$ cat src/rtl/pin_port_pkg.sv
// shared constants and carrier types for the dual pin port block
package pin_port_pkg;

  // ----------------------------------------------------------------
  // register map (printed offsets 40h/41h are indices, byte addr = 4x)
  // ----------------------------------------------------------------
  localparam logic [7:0] port_one_ctrl_index = 8'h40;
  localparam logic [7:0] port_two_ctrl_index = 8'h41;
  localparam logic [9:0] port_one_ctrl_addr = 10'h100;
  localparam logic [9:0] port_two_ctrl_addr = 10'h104;
  localparam logic [9:0] irq_status_addr = 10'h010;
  localparam logic [9:0] irq_mask_addr = 10'h014;
  localparam int addr_width = 10;

  // ----------------------------------------------------------------
  // control register fields
  // ----------------------------------------------------------------
  localparam int ctrl_width = 16;
  localparam int output_value_bit = 5;
  localparam int drive_enable_bit = 4;
  localparam int capture_bit_pos = 3;
  localparam int capture_clear_bit = 2;
  localparam int invert_or_falling_bit = 1;
  localparam int edge_mode_bit = 0;
  localparam logic [15:0] ctrl_write_mask = 16'h0037;
  localparam logic [15:0] ctrl_reset = 16'h0000;

  // ----------------------------------------------------------------
  // timing: qualify over four oscillator periods
  // ----------------------------------------------------------------
  localparam int stable_periods = 4;
  localparam int clock_period_ns = 40;
  localparam int stable_cycles = stable_periods;
  localparam int stable_cnt_width = 3;

  localparam logic [1:0] resp_okay = 2'b00;
  localparam logic [1:0] resp_slverr = 2'b10;

  // ----------------------------------------------------------------
  // carrier types
  // ----------------------------------------------------------------
  typedef struct packed {
    logic output_value;
    logic drive_enable;
    logic capture_clear;
    logic invert_or_falling;
    logic edge_mode;
  } port_cfg_t;

  typedef struct packed {
    logic [2:0] cnt;
    logic stable;
    logic cand;
  } filt_state_t;

  typedef struct packed {
    logic capture;
    logic prev_level;
    logic primed;
  } cap_state_t;

endpackage

$ cat src/rtl/dual_pin_port.sv
// two pin ports with control registers on an axi4-lite slave
//
// The implementer's own choice: the AXI4-Lite register port.
`timescale 1ns/1ps
//
// Contract
// - drive pin with output value when enabled
// - bit 4 enables driver, else high impedance
// - level mode clocks pin into capture bit
// - edge mode sets capture bit, sticky
// - writing clear one zeroes capture bit
// - level mode bit 1 inverts sample
// - edge mode bit 1 picks falling edge
// - bit 0 selects edge or level mode
// - pin qualified after four stable periods
// - clear held suspends level tracking
// - clear held suspends edge detection
// - second port identical at index 41h
module dual_pin_port (
  // clock and reset
  input wire logic aclk,
  input wire logic aresetn,
  // axi4-lite write address
  input wire logic [pin_port_pkg::addr_width-1:0] s_axi_awaddr,
  input wire logic s_axi_awvalid,
  output logic s_axi_awready,
  // axi4-lite write data
  input wire logic [31:0] s_axi_wdata,
  input wire logic [3:0] s_axi_wstrb,
  input wire logic s_axi_wvalid,
  output logic s_axi_wready,
  // axi4-lite write response
  output logic [1:0] s_axi_bresp,
  output logic s_axi_bvalid,
  input wire logic s_axi_bready,
  // axi4-lite read address
  input wire logic [pin_port_pkg::addr_width-1:0] s_axi_araddr,
  input wire logic s_axi_arvalid,
  output logic s_axi_arready,
  // axi4-lite read data
  output logic [31:0] s_axi_rdata,
  output logic [1:0] s_axi_rresp,
  output logic s_axi_rvalid,
  input wire logic s_axi_rready,
  // port pins, split into input, output and enable
  input wire logic [1:0] pin_in,
  output logic [1:0] pin_out,
  output logic [1:0] pin_oe,
  // interrupt
  output logic irq
);

  // ----------------------------------------------------------------
  // state
  // ----------------------------------------------------------------
  typedef struct packed {
    // write channels and answer
    logic aw_held;
    logic [pin_port_pkg::addr_width-1:0] aw_addr;
    logic w_held;
    logic [31:0] w_data;
    logic [3:0] w_strb;
    logic bvalid;
    logic [1:0] bresp;
    // read answer
    logic rvalid;
    logic [1:0] rresp;
    logic [31:0] rdata;
    // control registers
    pin_port_pkg::port_cfg_t cfg1;
    pin_port_pkg::port_cfg_t cfg2;
    // interrupt
    logic [1:0] irq_status;
    logic [1:0] irq_mask;
    // registered pin drivers
    logic [1:0] pin_out;
    logic [1:0] pin_oe;
  } top_state_t;

  // register selected by a bus address
  typedef enum logic [2:0] {
    sel_none,
    sel_port_one,
    sel_port_two,
    sel_status,
    sel_mask
  } reg_sel_t;

  top_state_t s_q;
  top_state_t s_d;
  logic [1:0] level;
  logic [1:0] capture;
  logic [1:0] edge_seen;
  logic do_write;
  logic do_read;
  logic [pin_port_pkg::addr_width-1:0] wr_addr;
  logic [31:0] wr_data;
  logic [3:0] wr_strb;

  // ----------------------------------------------------------------
  // helpers
  // ----------------------------------------------------------------
  function automatic logic [15:0] ctrl_image(input pin_port_pkg::port_cfg_t c,
                                              input logic cap);
    logic [15:0] v;
    v = pin_port_pkg::ctrl_reset;
    v[pin_port_pkg::output_value_bit] = c.output_value;
    v[pin_port_pkg::drive_enable_bit] = c.drive_enable;
    v[pin_port_pkg::capture_bit_pos] = cap;
    v[pin_port_pkg::capture_clear_bit] = c.capture_clear;
    v[pin_port_pkg::invert_or_falling_bit] = c.invert_or_falling;
    v[pin_port_pkg::edge_mode_bit] = c.edge_mode;
    return v; // upper bits stay zero
  endfunction

  function automatic pin_port_pkg::port_cfg_t ctrl_write(
      input pin_port_pkg::port_cfg_t c, input logic [31:0] d, input logic [3:0] be);
    pin_port_pkg::port_cfg_t n;
    n = c;
    // only the low byte holds writable fields; bits 15..6 are dropped
    if (be[0]) begin
      n.output_value = d[pin_port_pkg::output_value_bit];
      n.drive_enable = d[pin_port_pkg::drive_enable_bit];
      n.capture_clear = d[pin_port_pkg::capture_clear_bit];
      n.invert_or_falling = d[pin_port_pkg::invert_or_falling_bit];
      n.edge_mode = d[pin_port_pkg::edge_mode_bit];
    end
    return n;
  endfunction

  // one place turns a byte address into a register select
  function automatic reg_sel_t decode_addr(input logic [pin_port_pkg::addr_width-1:0] a);
    reg_sel_t s;
    case (a)
      pin_port_pkg::port_one_ctrl_addr: begin
        s = sel_port_one;
      end
      pin_port_pkg::port_two_ctrl_addr: begin
        s = sel_port_two;
      end
      pin_port_pkg::irq_status_addr: begin
        s = sel_status;
      end
      pin_port_pkg::irq_mask_addr: begin
        s = sel_mask;
      end
      default: begin
        s = sel_none;
      end
    endcase
    return s;
  endfunction

  function automatic logic addr_mapped(input logic [pin_port_pkg::addr_width-1:0] a);
    return decode_addr(a) != sel_none;
  endfunction

  function automatic logic [1:0] bus_resp(input logic [pin_port_pkg::addr_width-1:0] a);
    return addr_mapped(a) ? pin_port_pkg::resp_okay : pin_port_pkg::resp_slverr;
  endfunction

  // a read clears the status, but an event in that same cycle wins
  function automatic logic [1:0] status_next(input logic [1:0] status,
                                             input logic clear,
                                             input logic [1:0] events);
    logic [1:0] n;
    n = clear ? 2'b00 : status;
    return n | events;
  endfunction

  // read image of one register; unmapped words read as zero
  function automatic logic [31:0] read_word(input reg_sel_t sel,
                                            input pin_port_pkg::port_cfg_t c1,
                                            input pin_port_pkg::port_cfg_t c2,
                                            input logic [1:0] cap,
                                            input logic [1:0] status,
                                            input logic [1:0] mask);
    logic [31:0] w;
    w = 32'h0000_0000;
    case (sel)
      sel_port_one: begin
        w[15:0] = ctrl_image(c1, cap[0]);
      end
      sel_port_two: begin
        w[15:0] = ctrl_image(c2, cap[1]);
      end
      sel_status: begin
        w[1:0] = status;
      end
      sel_mask: begin
        w[1:0] = mask;
      end
      default: begin
        w = 32'h0000_0000;
      end
    endcase
    return w;
  endfunction

  // ----------------------------------------------------------------
  // per-port input path, one instance pair per port
  // ----------------------------------------------------------------
  pin_input_filter u_filt1 (
    .aclk(aclk),
    .aresetn(aresetn),
    .pin_in(pin_in[0]),
    .level_out(level[0])
  );

  pin_input_filter u_filt2 (
    .aclk(aclk),
    .aresetn(aresetn),
    .pin_in(pin_in[1]),
    .level_out(level[1])
  );

  pin_capture_unit u_cap1 (
    .aclk(aclk),
    .aresetn(aresetn),
    .cfg(s_q.cfg1),
    .level_in(level[0]),
    .capture(capture[0]),
    .edge_seen(edge_seen[0])
  );

  // second port: same logic, own register and pin
  pin_capture_unit u_cap2 (
    .aclk(aclk),
    .aresetn(aresetn),
    .cfg(s_q.cfg2),
    .level_in(level[1]),
    .capture(capture[1]),
    .edge_seen(edge_seen[1])
  );

  // ----------------------------------------------------------------
  // bus slave: channel readiness
  // ----------------------------------------------------------------
  // a held channel or a pending answer stalls only that side; reads and
  // writes run independently, one of each at a time
  assign s_axi_awready = !s_q.aw_held && !s_q.bvalid;
  assign s_axi_wready = !s_q.w_held && !s_q.bvalid;
  assign s_axi_arready = !s_q.rvalid;

  always_comb begin
    s_d = s_q;

    // ----------------------------------------------------------------
    // write address and data, taken in either order
    // ----------------------------------------------------------------
    wr_addr = s_q.aw_held ? s_q.aw_addr : s_axi_awaddr;
    wr_data = s_q.w_held ? s_q.w_data : s_axi_wdata;
    wr_strb = s_q.w_held ? s_q.w_strb : s_axi_wstrb;
    if (s_axi_awvalid && s_axi_awready) begin
      s_d.aw_held = 1'b1;
      s_d.aw_addr = s_axi_awaddr;
    end
    if (s_axi_wvalid && s_axi_wready) begin
      s_d.w_held = 1'b1;
      s_d.w_data = s_axi_wdata;
      s_d.w_strb = s_axi_wstrb;
    end
    // the write lands in the cycle that completes the pair
    do_write = s_d.aw_held && s_d.w_held && !s_q.bvalid;
    do_read = s_axi_arvalid && s_axi_arready;

    // ----------------------------------------------------------------
    // interrupt status: edge captures are sticky events
    // ----------------------------------------------------------------
    s_d.irq_status = status_next(s_q.irq_status,
                                 do_read && (decode_addr(s_axi_araddr) == sel_status),
                                 edge_seen);

    // ----------------------------------------------------------------
    // write commit and response
    // ----------------------------------------------------------------
    if (do_write) begin
      s_d.aw_held = 1'b0;
      s_d.w_held = 1'b0;
      s_d.bvalid = 1'b1;
      s_d.bresp = bus_resp(wr_addr);
      case (decode_addr(wr_addr))
        sel_port_one: begin
          s_d.cfg1 = ctrl_write(s_q.cfg1, wr_data, wr_strb);
        end
        sel_port_two: begin
          s_d.cfg2 = ctrl_write(s_q.cfg2, wr_data, wr_strb);
        end
        sel_mask: begin
          if (wr_strb[0]) begin
            s_d.irq_mask = wr_data[1:0];
          end
        end
        default: begin
          // status is read-only and unmapped words are dropped
        end
      endcase
    end
    if (s_q.bvalid && s_axi_bready) begin
      s_d.bvalid = 1'b0;
    end

    // ----------------------------------------------------------------
    // read response
    // ----------------------------------------------------------------
    if (do_read) begin
      s_d.rvalid = 1'b1;
      s_d.rresp = bus_resp(s_axi_araddr);
      s_d.rdata = read_word(decode_addr(s_axi_araddr), s_q.cfg1, s_q.cfg2, capture,
                            s_q.irq_status, s_q.irq_mask);
    end else if (s_q.rvalid && s_axi_rready) begin
      s_d.rvalid = 1'b0;
    end

    // ----------------------------------------------------------------
    // pin drivers
    // ----------------------------------------------------------------
    // taken from the next control fields so a write reaches the pin
    // at the same edge that raises the bus answer
    s_d.pin_out[0] = s_d.cfg1.output_value;
    s_d.pin_oe[0] = s_d.cfg1.drive_enable;
    s_d.pin_out[1] = s_d.cfg2.output_value;
    s_d.pin_oe[1] = s_d.cfg2.drive_enable;
  end

  always_ff @(posedge aclk) begin
    if (!aresetn) begin
      s_q <= '0;
    end else begin
      s_q <= s_d;
    end
  end

  // ----------------------------------------------------------------
  // outputs
  // ----------------------------------------------------------------
  assign s_axi_bvalid = s_q.bvalid;
  assign s_axi_bresp = s_q.bresp;
  assign s_axi_rvalid = s_q.rvalid;
  assign s_axi_rresp = s_q.rresp;
  assign s_axi_rdata = s_q.rdata;
  assign pin_out = s_q.pin_out;
  assign pin_oe = s_q.pin_oe;
  assign irq = |(s_q.irq_status & s_q.irq_mask);

endmodule

$ cat src/rtl/pin_input_filter.sv
// input qualifier: passes a pin level only after it holds four cycles
`timescale 1ns/1ps
module pin_input_filter (
  // clock and reset
  input wire logic aclk,
  input wire logic aresetn,
  // pin sample and qualified level
  input wire logic pin_in,
  output logic level_out
);

  pin_port_pkg::filt_state_t s_q;
  pin_port_pkg::filt_state_t s_d;

  always_comb begin
    s_d = s_q;
    if (pin_in != s_q.cand) begin
      s_d.cand = pin_in;
      s_d.cnt = 3'd1;
    end else if (s_q.cnt < 3'(pin_port_pkg::stable_cycles)) begin
      s_d.cnt = s_q.cnt + 3'd1;
    end
    // accept the new level once it has held the full window
    if (s_d.cnt == 3'(pin_port_pkg::stable_cycles)) begin
      s_d.stable = s_d.cand;
    end
  end

  always_ff @(posedge aclk) begin
    if (!aresetn) begin
      s_q <= '0;
    end else begin
      s_q <= s_d;
    end
  end

  assign level_out = s_q.stable;

endmodule

$ cat src/rtl/pin_capture_unit.sv
// capture logic for one port: level tracking or sticky edge latch
`timescale 1ns/1ps
module pin_capture_unit (
  // clock and reset
  input wire logic aclk,
  input wire logic aresetn,
  // configuration and qualified pin level
  input pin_port_pkg::port_cfg_t cfg,
  input wire logic level_in,
  // capture result
  output logic capture,
  output logic edge_seen
);

  pin_port_pkg::cap_state_t s_q;
  pin_port_pkg::cap_state_t s_d;
  logic edge_hit;

  always_comb begin
    s_d = s_q;
    s_d.prev_level = level_in;
    s_d.primed = 1'b1;
    // falling when the select bit is 1, rising when 0
    if (cfg.invert_or_falling) begin
      edge_hit = s_q.primed && s_q.prev_level && !level_in;
    end else begin
      edge_hit = s_q.primed && !s_q.prev_level && level_in;
    end
    if (cfg.capture_clear) begin
      // clear forces zero and holds tracking and detection off
      s_d.capture = 1'b0;
      edge_hit = 1'b0;
    end else if (cfg.edge_mode) begin
      // edge mode: sticky one until cleared
      if (edge_hit) begin
        s_d.capture = 1'b1;
      end
    end else begin
      // level mode: track the pin, optionally inverted
      s_d.capture = level_in ^ cfg.invert_or_falling;
    end
  end

  always_ff @(posedge aclk) begin
    if (!aresetn) begin
      s_q <= '0;
    end else begin
      s_q <= s_d;
    end
  end

  assign capture = s_q.capture;
  assign edge_seen = edge_hit && cfg.edge_mode;

endmodule

$ cat config.mk
export PLATFORM = sky130hd
export DESIGN_NAME = dual_pin_port
export DESIGN_NICKNAME = d
export VERILOG_FILES = /design/src/rtl/pin_port_pkg.sv /design/src/rtl/dual_pin_port.sv /design/src/rtl/pin_input_filter.sv /design/src/rtl/pin_capture_unit.sv
export SDC_FILE = /design/constraint.sdc
export NUM_CORES = 1
export LEC_CHECK = 0
export ABC_AREA = 1
export BUFFER_PORTS_ARGS = -buffer_cell sky130_fd_sc_hd__buf_2
export CAP_MARGIN = 20
export CORE_UTILIZATION = 40
export DETAILED_ROUTE_END_ITERATION = 10
export PLACE_DENSITY = 0.66
export SLEW_MARGIN = 25
export SYNTH_ARGS = -nofsm -noshare
export SYNTH_HDL_FRONTEND = slang
export SYNTH_SLANG_ARGS = --single-unit
$ cat constraint.sdc
create_clock -name aclk -period 1.8 [get_ports aclk]
set_input_delay 0.27 -clock aclk [delete_from_list [all_inputs] [get_ports aclk]]
set_output_delay 0.27 -clock aclk [all_outputs]
set_load 0.01 [all_outputs]
==> metrics.md <==
| Metric | Value |
|---|---|
| Share of layout cells above drive strength 1 | 23.2% |
| Placed Cells incl. Taps | 599 |
| Final-stage net count | 579 |
| I/O pin total | 111 |
| Sequential area share after synthesis | 34.8% |
| Finished Core Util | 46.9% |
| Power Total | 3.46 mW |
| Post-CTS setup repair buffer count | 0 |
| Setup TNS | 0 ns |
| Vias/cell | 4.60 |
| Die H | 92.5 µm |
| # resized after CTS | 0 |
| Dpl ws | 0.183 ns |
| Avg WL per Cell | 10.4 µm |
| Hold buffers post-CTS | 0 |
| Critical Setup Path Class | reg -> reg |
| Hold wc startpoint | s_axi_bready |
| Synthesis-stage register bit count | 57 |
| Status | complete, no violations |
| Fraction of registers with async set/reset | 0% |
| ANT cells | 0 |
| Detailed Routing Iterations Pass 1 | 5 |
| H-tree level count | 3 |
| Cell taking the most area after synthesis | dfxtp_1 |
| Die Width | 92.5 µm |
| Area grow syn2layout | 11.7% |
| First-pass GRT wire length | 11000 µm |
| Dpl hpwl | 4960 µm |
| Setup WS post-layout | 0.162 ns |
| DRT iter0 DRCs | 131 |
| Vias in the first global route | 2601 |
| IR drop worst, VDD | 0.482 mV |
| Launch point of the critical path | s_q[103]$_SDFF_PP0_ |
| CP startpoint kind | flop |
| IO buf count | 52 |
| Slew Viols, Final | 0 |
| CP max FO | 7 |
| CP Capture Type | flop |
| Via count | 2826 |
| Synth cell types | 35 |
| CTS Root Buffer Type | clkbuf_8 |
| Leakage power | 1.76 nW |
| YS warnings | 0 |
| CTS buffer count | 9 |
| Syn Inst Count | 463 |
| Setup violations, final | 0 |
| Clock Latency Late Sink | 0.33 ns |
| Drt drc | 0 |
| Final worst path period need | 1.64 ns |
| Initial antenna violation count | 0 |
| Layout Skew | 0.00754 ns |
| Full die area | 0.00855 mm² |
| Cell area after synthesis | 0.00327 mm² |
| R2r startpoint | s_q[103]$_SDFF_PP0_ |
| Reg clk slew, reported paths | 0.06 ns |
| Unrepaired setup endpoints after global routing | false |
| Pwr dens | 945 mW/mm² |
| Drt total wl | 6400 µm |
| Final hold vios | 0 |
| Main synth FF type | dfxtp_1 |
| Routability congestion estimate from global placement | 0.794 |
| Clk buf depth | 2 |
| Max-cap check violation count | 0 |
| Max Freq | 611 MHz |
| Top cell type's share of synthesized area | 34.8% |
| Largest cells by area after synthesis | dfxtp_1, buf_4, nand2_1, nor2_1, inv_1 |
| Non-Filler Instances | 614 |
| CTS tree | yes |
| Core area | 0.00781 mm² |
| Most frequent cells in the layout | nand2_1, nor2_1, inv_1, dfxtp_1, buf_2 |
| Fin crit share | 91.0% |
| All-layer global routing usage | 16.3% |
| Initial Util | 41.9% |
| FP Rows | 32 |
| Max transition margin | 63.4% |
| Tightest Pin Transition | 0.548 ns |
| CTS Sinks | 57 |
| Hold Crit Class | in -> reg |
| Largest net degree at the start of global routing | 35 |
| DRT antenna net count | 0 |
| CP arrival | 1.87 ns |
| Post-synth EDFFs | 0 |
| CP required | 2.03 ns |
| Avg Cell Area, Syn | 7.07 µm² |
| Commonest non-fill, non-tap cell in the layout | nand2_1 |
| Grt ovf | 0 |
==> cell usage after synthesis (2+ instances only) <==
| library cell | number |
|---|---|
| dfxtp_1 | 57 |
| a21oi_1 | 25 |
| nand3_2 | 3 |
| buf_1 | 2 |
| inv_2 | 6 |
| buf_4 | 40 |
| nand4_1 | 7 |
| clkbuf_1 | 5 |
| buf_6 | 2 |
| nand2_4 | 6 |
| o21ai_0 | 29 |
| o2111ai_1 | 2 |
| nor2_2 | 5 |
| nand3_1 | 23 |
| o221ai_1 | 4 |
| ha_1 | 6 |
| nor2_1 | 65 |
| or2_2 | 5 |
| nor2_4 | 5 |
| a21oi_2 | 4 |
| o21a_1 | 2 |
| inv_1 | 60 |
| nand2_2 | 11 |
| nand2_1 | 78 |
==> cell type report <==
cell class	count	area [µm²]
inverter	66	248
multi-input combinational	318	1640
clock inverter	2	35.0
sequential	57	1140
fill	782	4150
timing repair buffer	56	290
tap	102	128
clock buffer	13	179
==> worst max-delay path, cell delays in order (launching register included) <==
cell and delay, ns:
dfxtp_1 0.49, inv_2 0.16, nand2_2 0.12, nand2_4 0.07, nor2_8 0.16, nand4_1 0.13, nor2_1 0.20, nand3_1 0.10
nand2_1 0.07, nor2_1 0.04
==> through the flow <==
| stage | area (µm²) | hold slack [ns] |
|---|---|---|
| floorplan | 3380 | 0.298 |
| global placement | 3440 | 0.437 |
| detailed placement | 3440 | 0.453 |
| CTS | 3660 | 0.186 |
| global route | 3660 | 0.216 |
| finish | 3660 | 0.201 |
==> report_power, final <==
group / internal, mW / total (mW) / switching (mW) / leakage (nW)
logic: 0.262 / 0.758 / 0.496 / 1.18
registers: 1.36 / 1.44 / 0.0755 / 0.467
clock network: 0.780 / 1.26 / 0.478 / 0.112
==> routing by layer <==
layer	vias up	track usage [%]	part of all wire (%)
met5	-	0	0
met4	0	7.29	1.7
met3	10	3.86	5.4
met2	74	27.3	46
met1	1256	19.6	47
li1	1486	-	-
==> sequential cells by signal, summed over array words and instances (netlist names) <==
name	cells
s_axi_bvalid	1
s_axi_rvalid	1
u_cap2.capture	1
u_filt1.level_out	1
pin_oe	1
u_filt2.s_q	4
s_axi_rdata	6
u_filt2.level_out	1
s_q	30
u_cap2.s_q	1
s_axi_rresp	1
pin_out	1
s_axi_bresp	1
u_filt1.s_q	4
u_cap1.s_q	2
u_cap1.capture	1
==> kinds of logic (layout without fill, tap and decap cells) <==
family                     Yosys count  in the layout  synth area share, %
AOI/OAI and AO/OA                   70             70                 12.3
xor gates and xnor gates             1              1                0.268
adders and majority gates            6              6                 2.29
buffers and inverters              115            137                 18.2
DFF                                 57             57                 34.8
muxes                                1              1                0.306
other                                1             28                0.115
and+or+nand+nor                    212            212                 31.6
==> path summary, 6_finish.rpt <==
check | to | slack (ns) | depth (start not counted)
setup / recovery | s_q[11]$_SDFFE_PN0P_ | 0.16 | 9
hold / removal | s_axi_bvalid$_SDFFE_PP0P_ | 0.20 | 3
setup reg to reg | s_q[11]$_SDFFE_PN0P_ | 0.16 | 9
hold reg to reg | s_q[64]$_SDFFE_PN0P_ | 0.46 | 2
No activity file was read; power rests on OpenSTA's default activity.
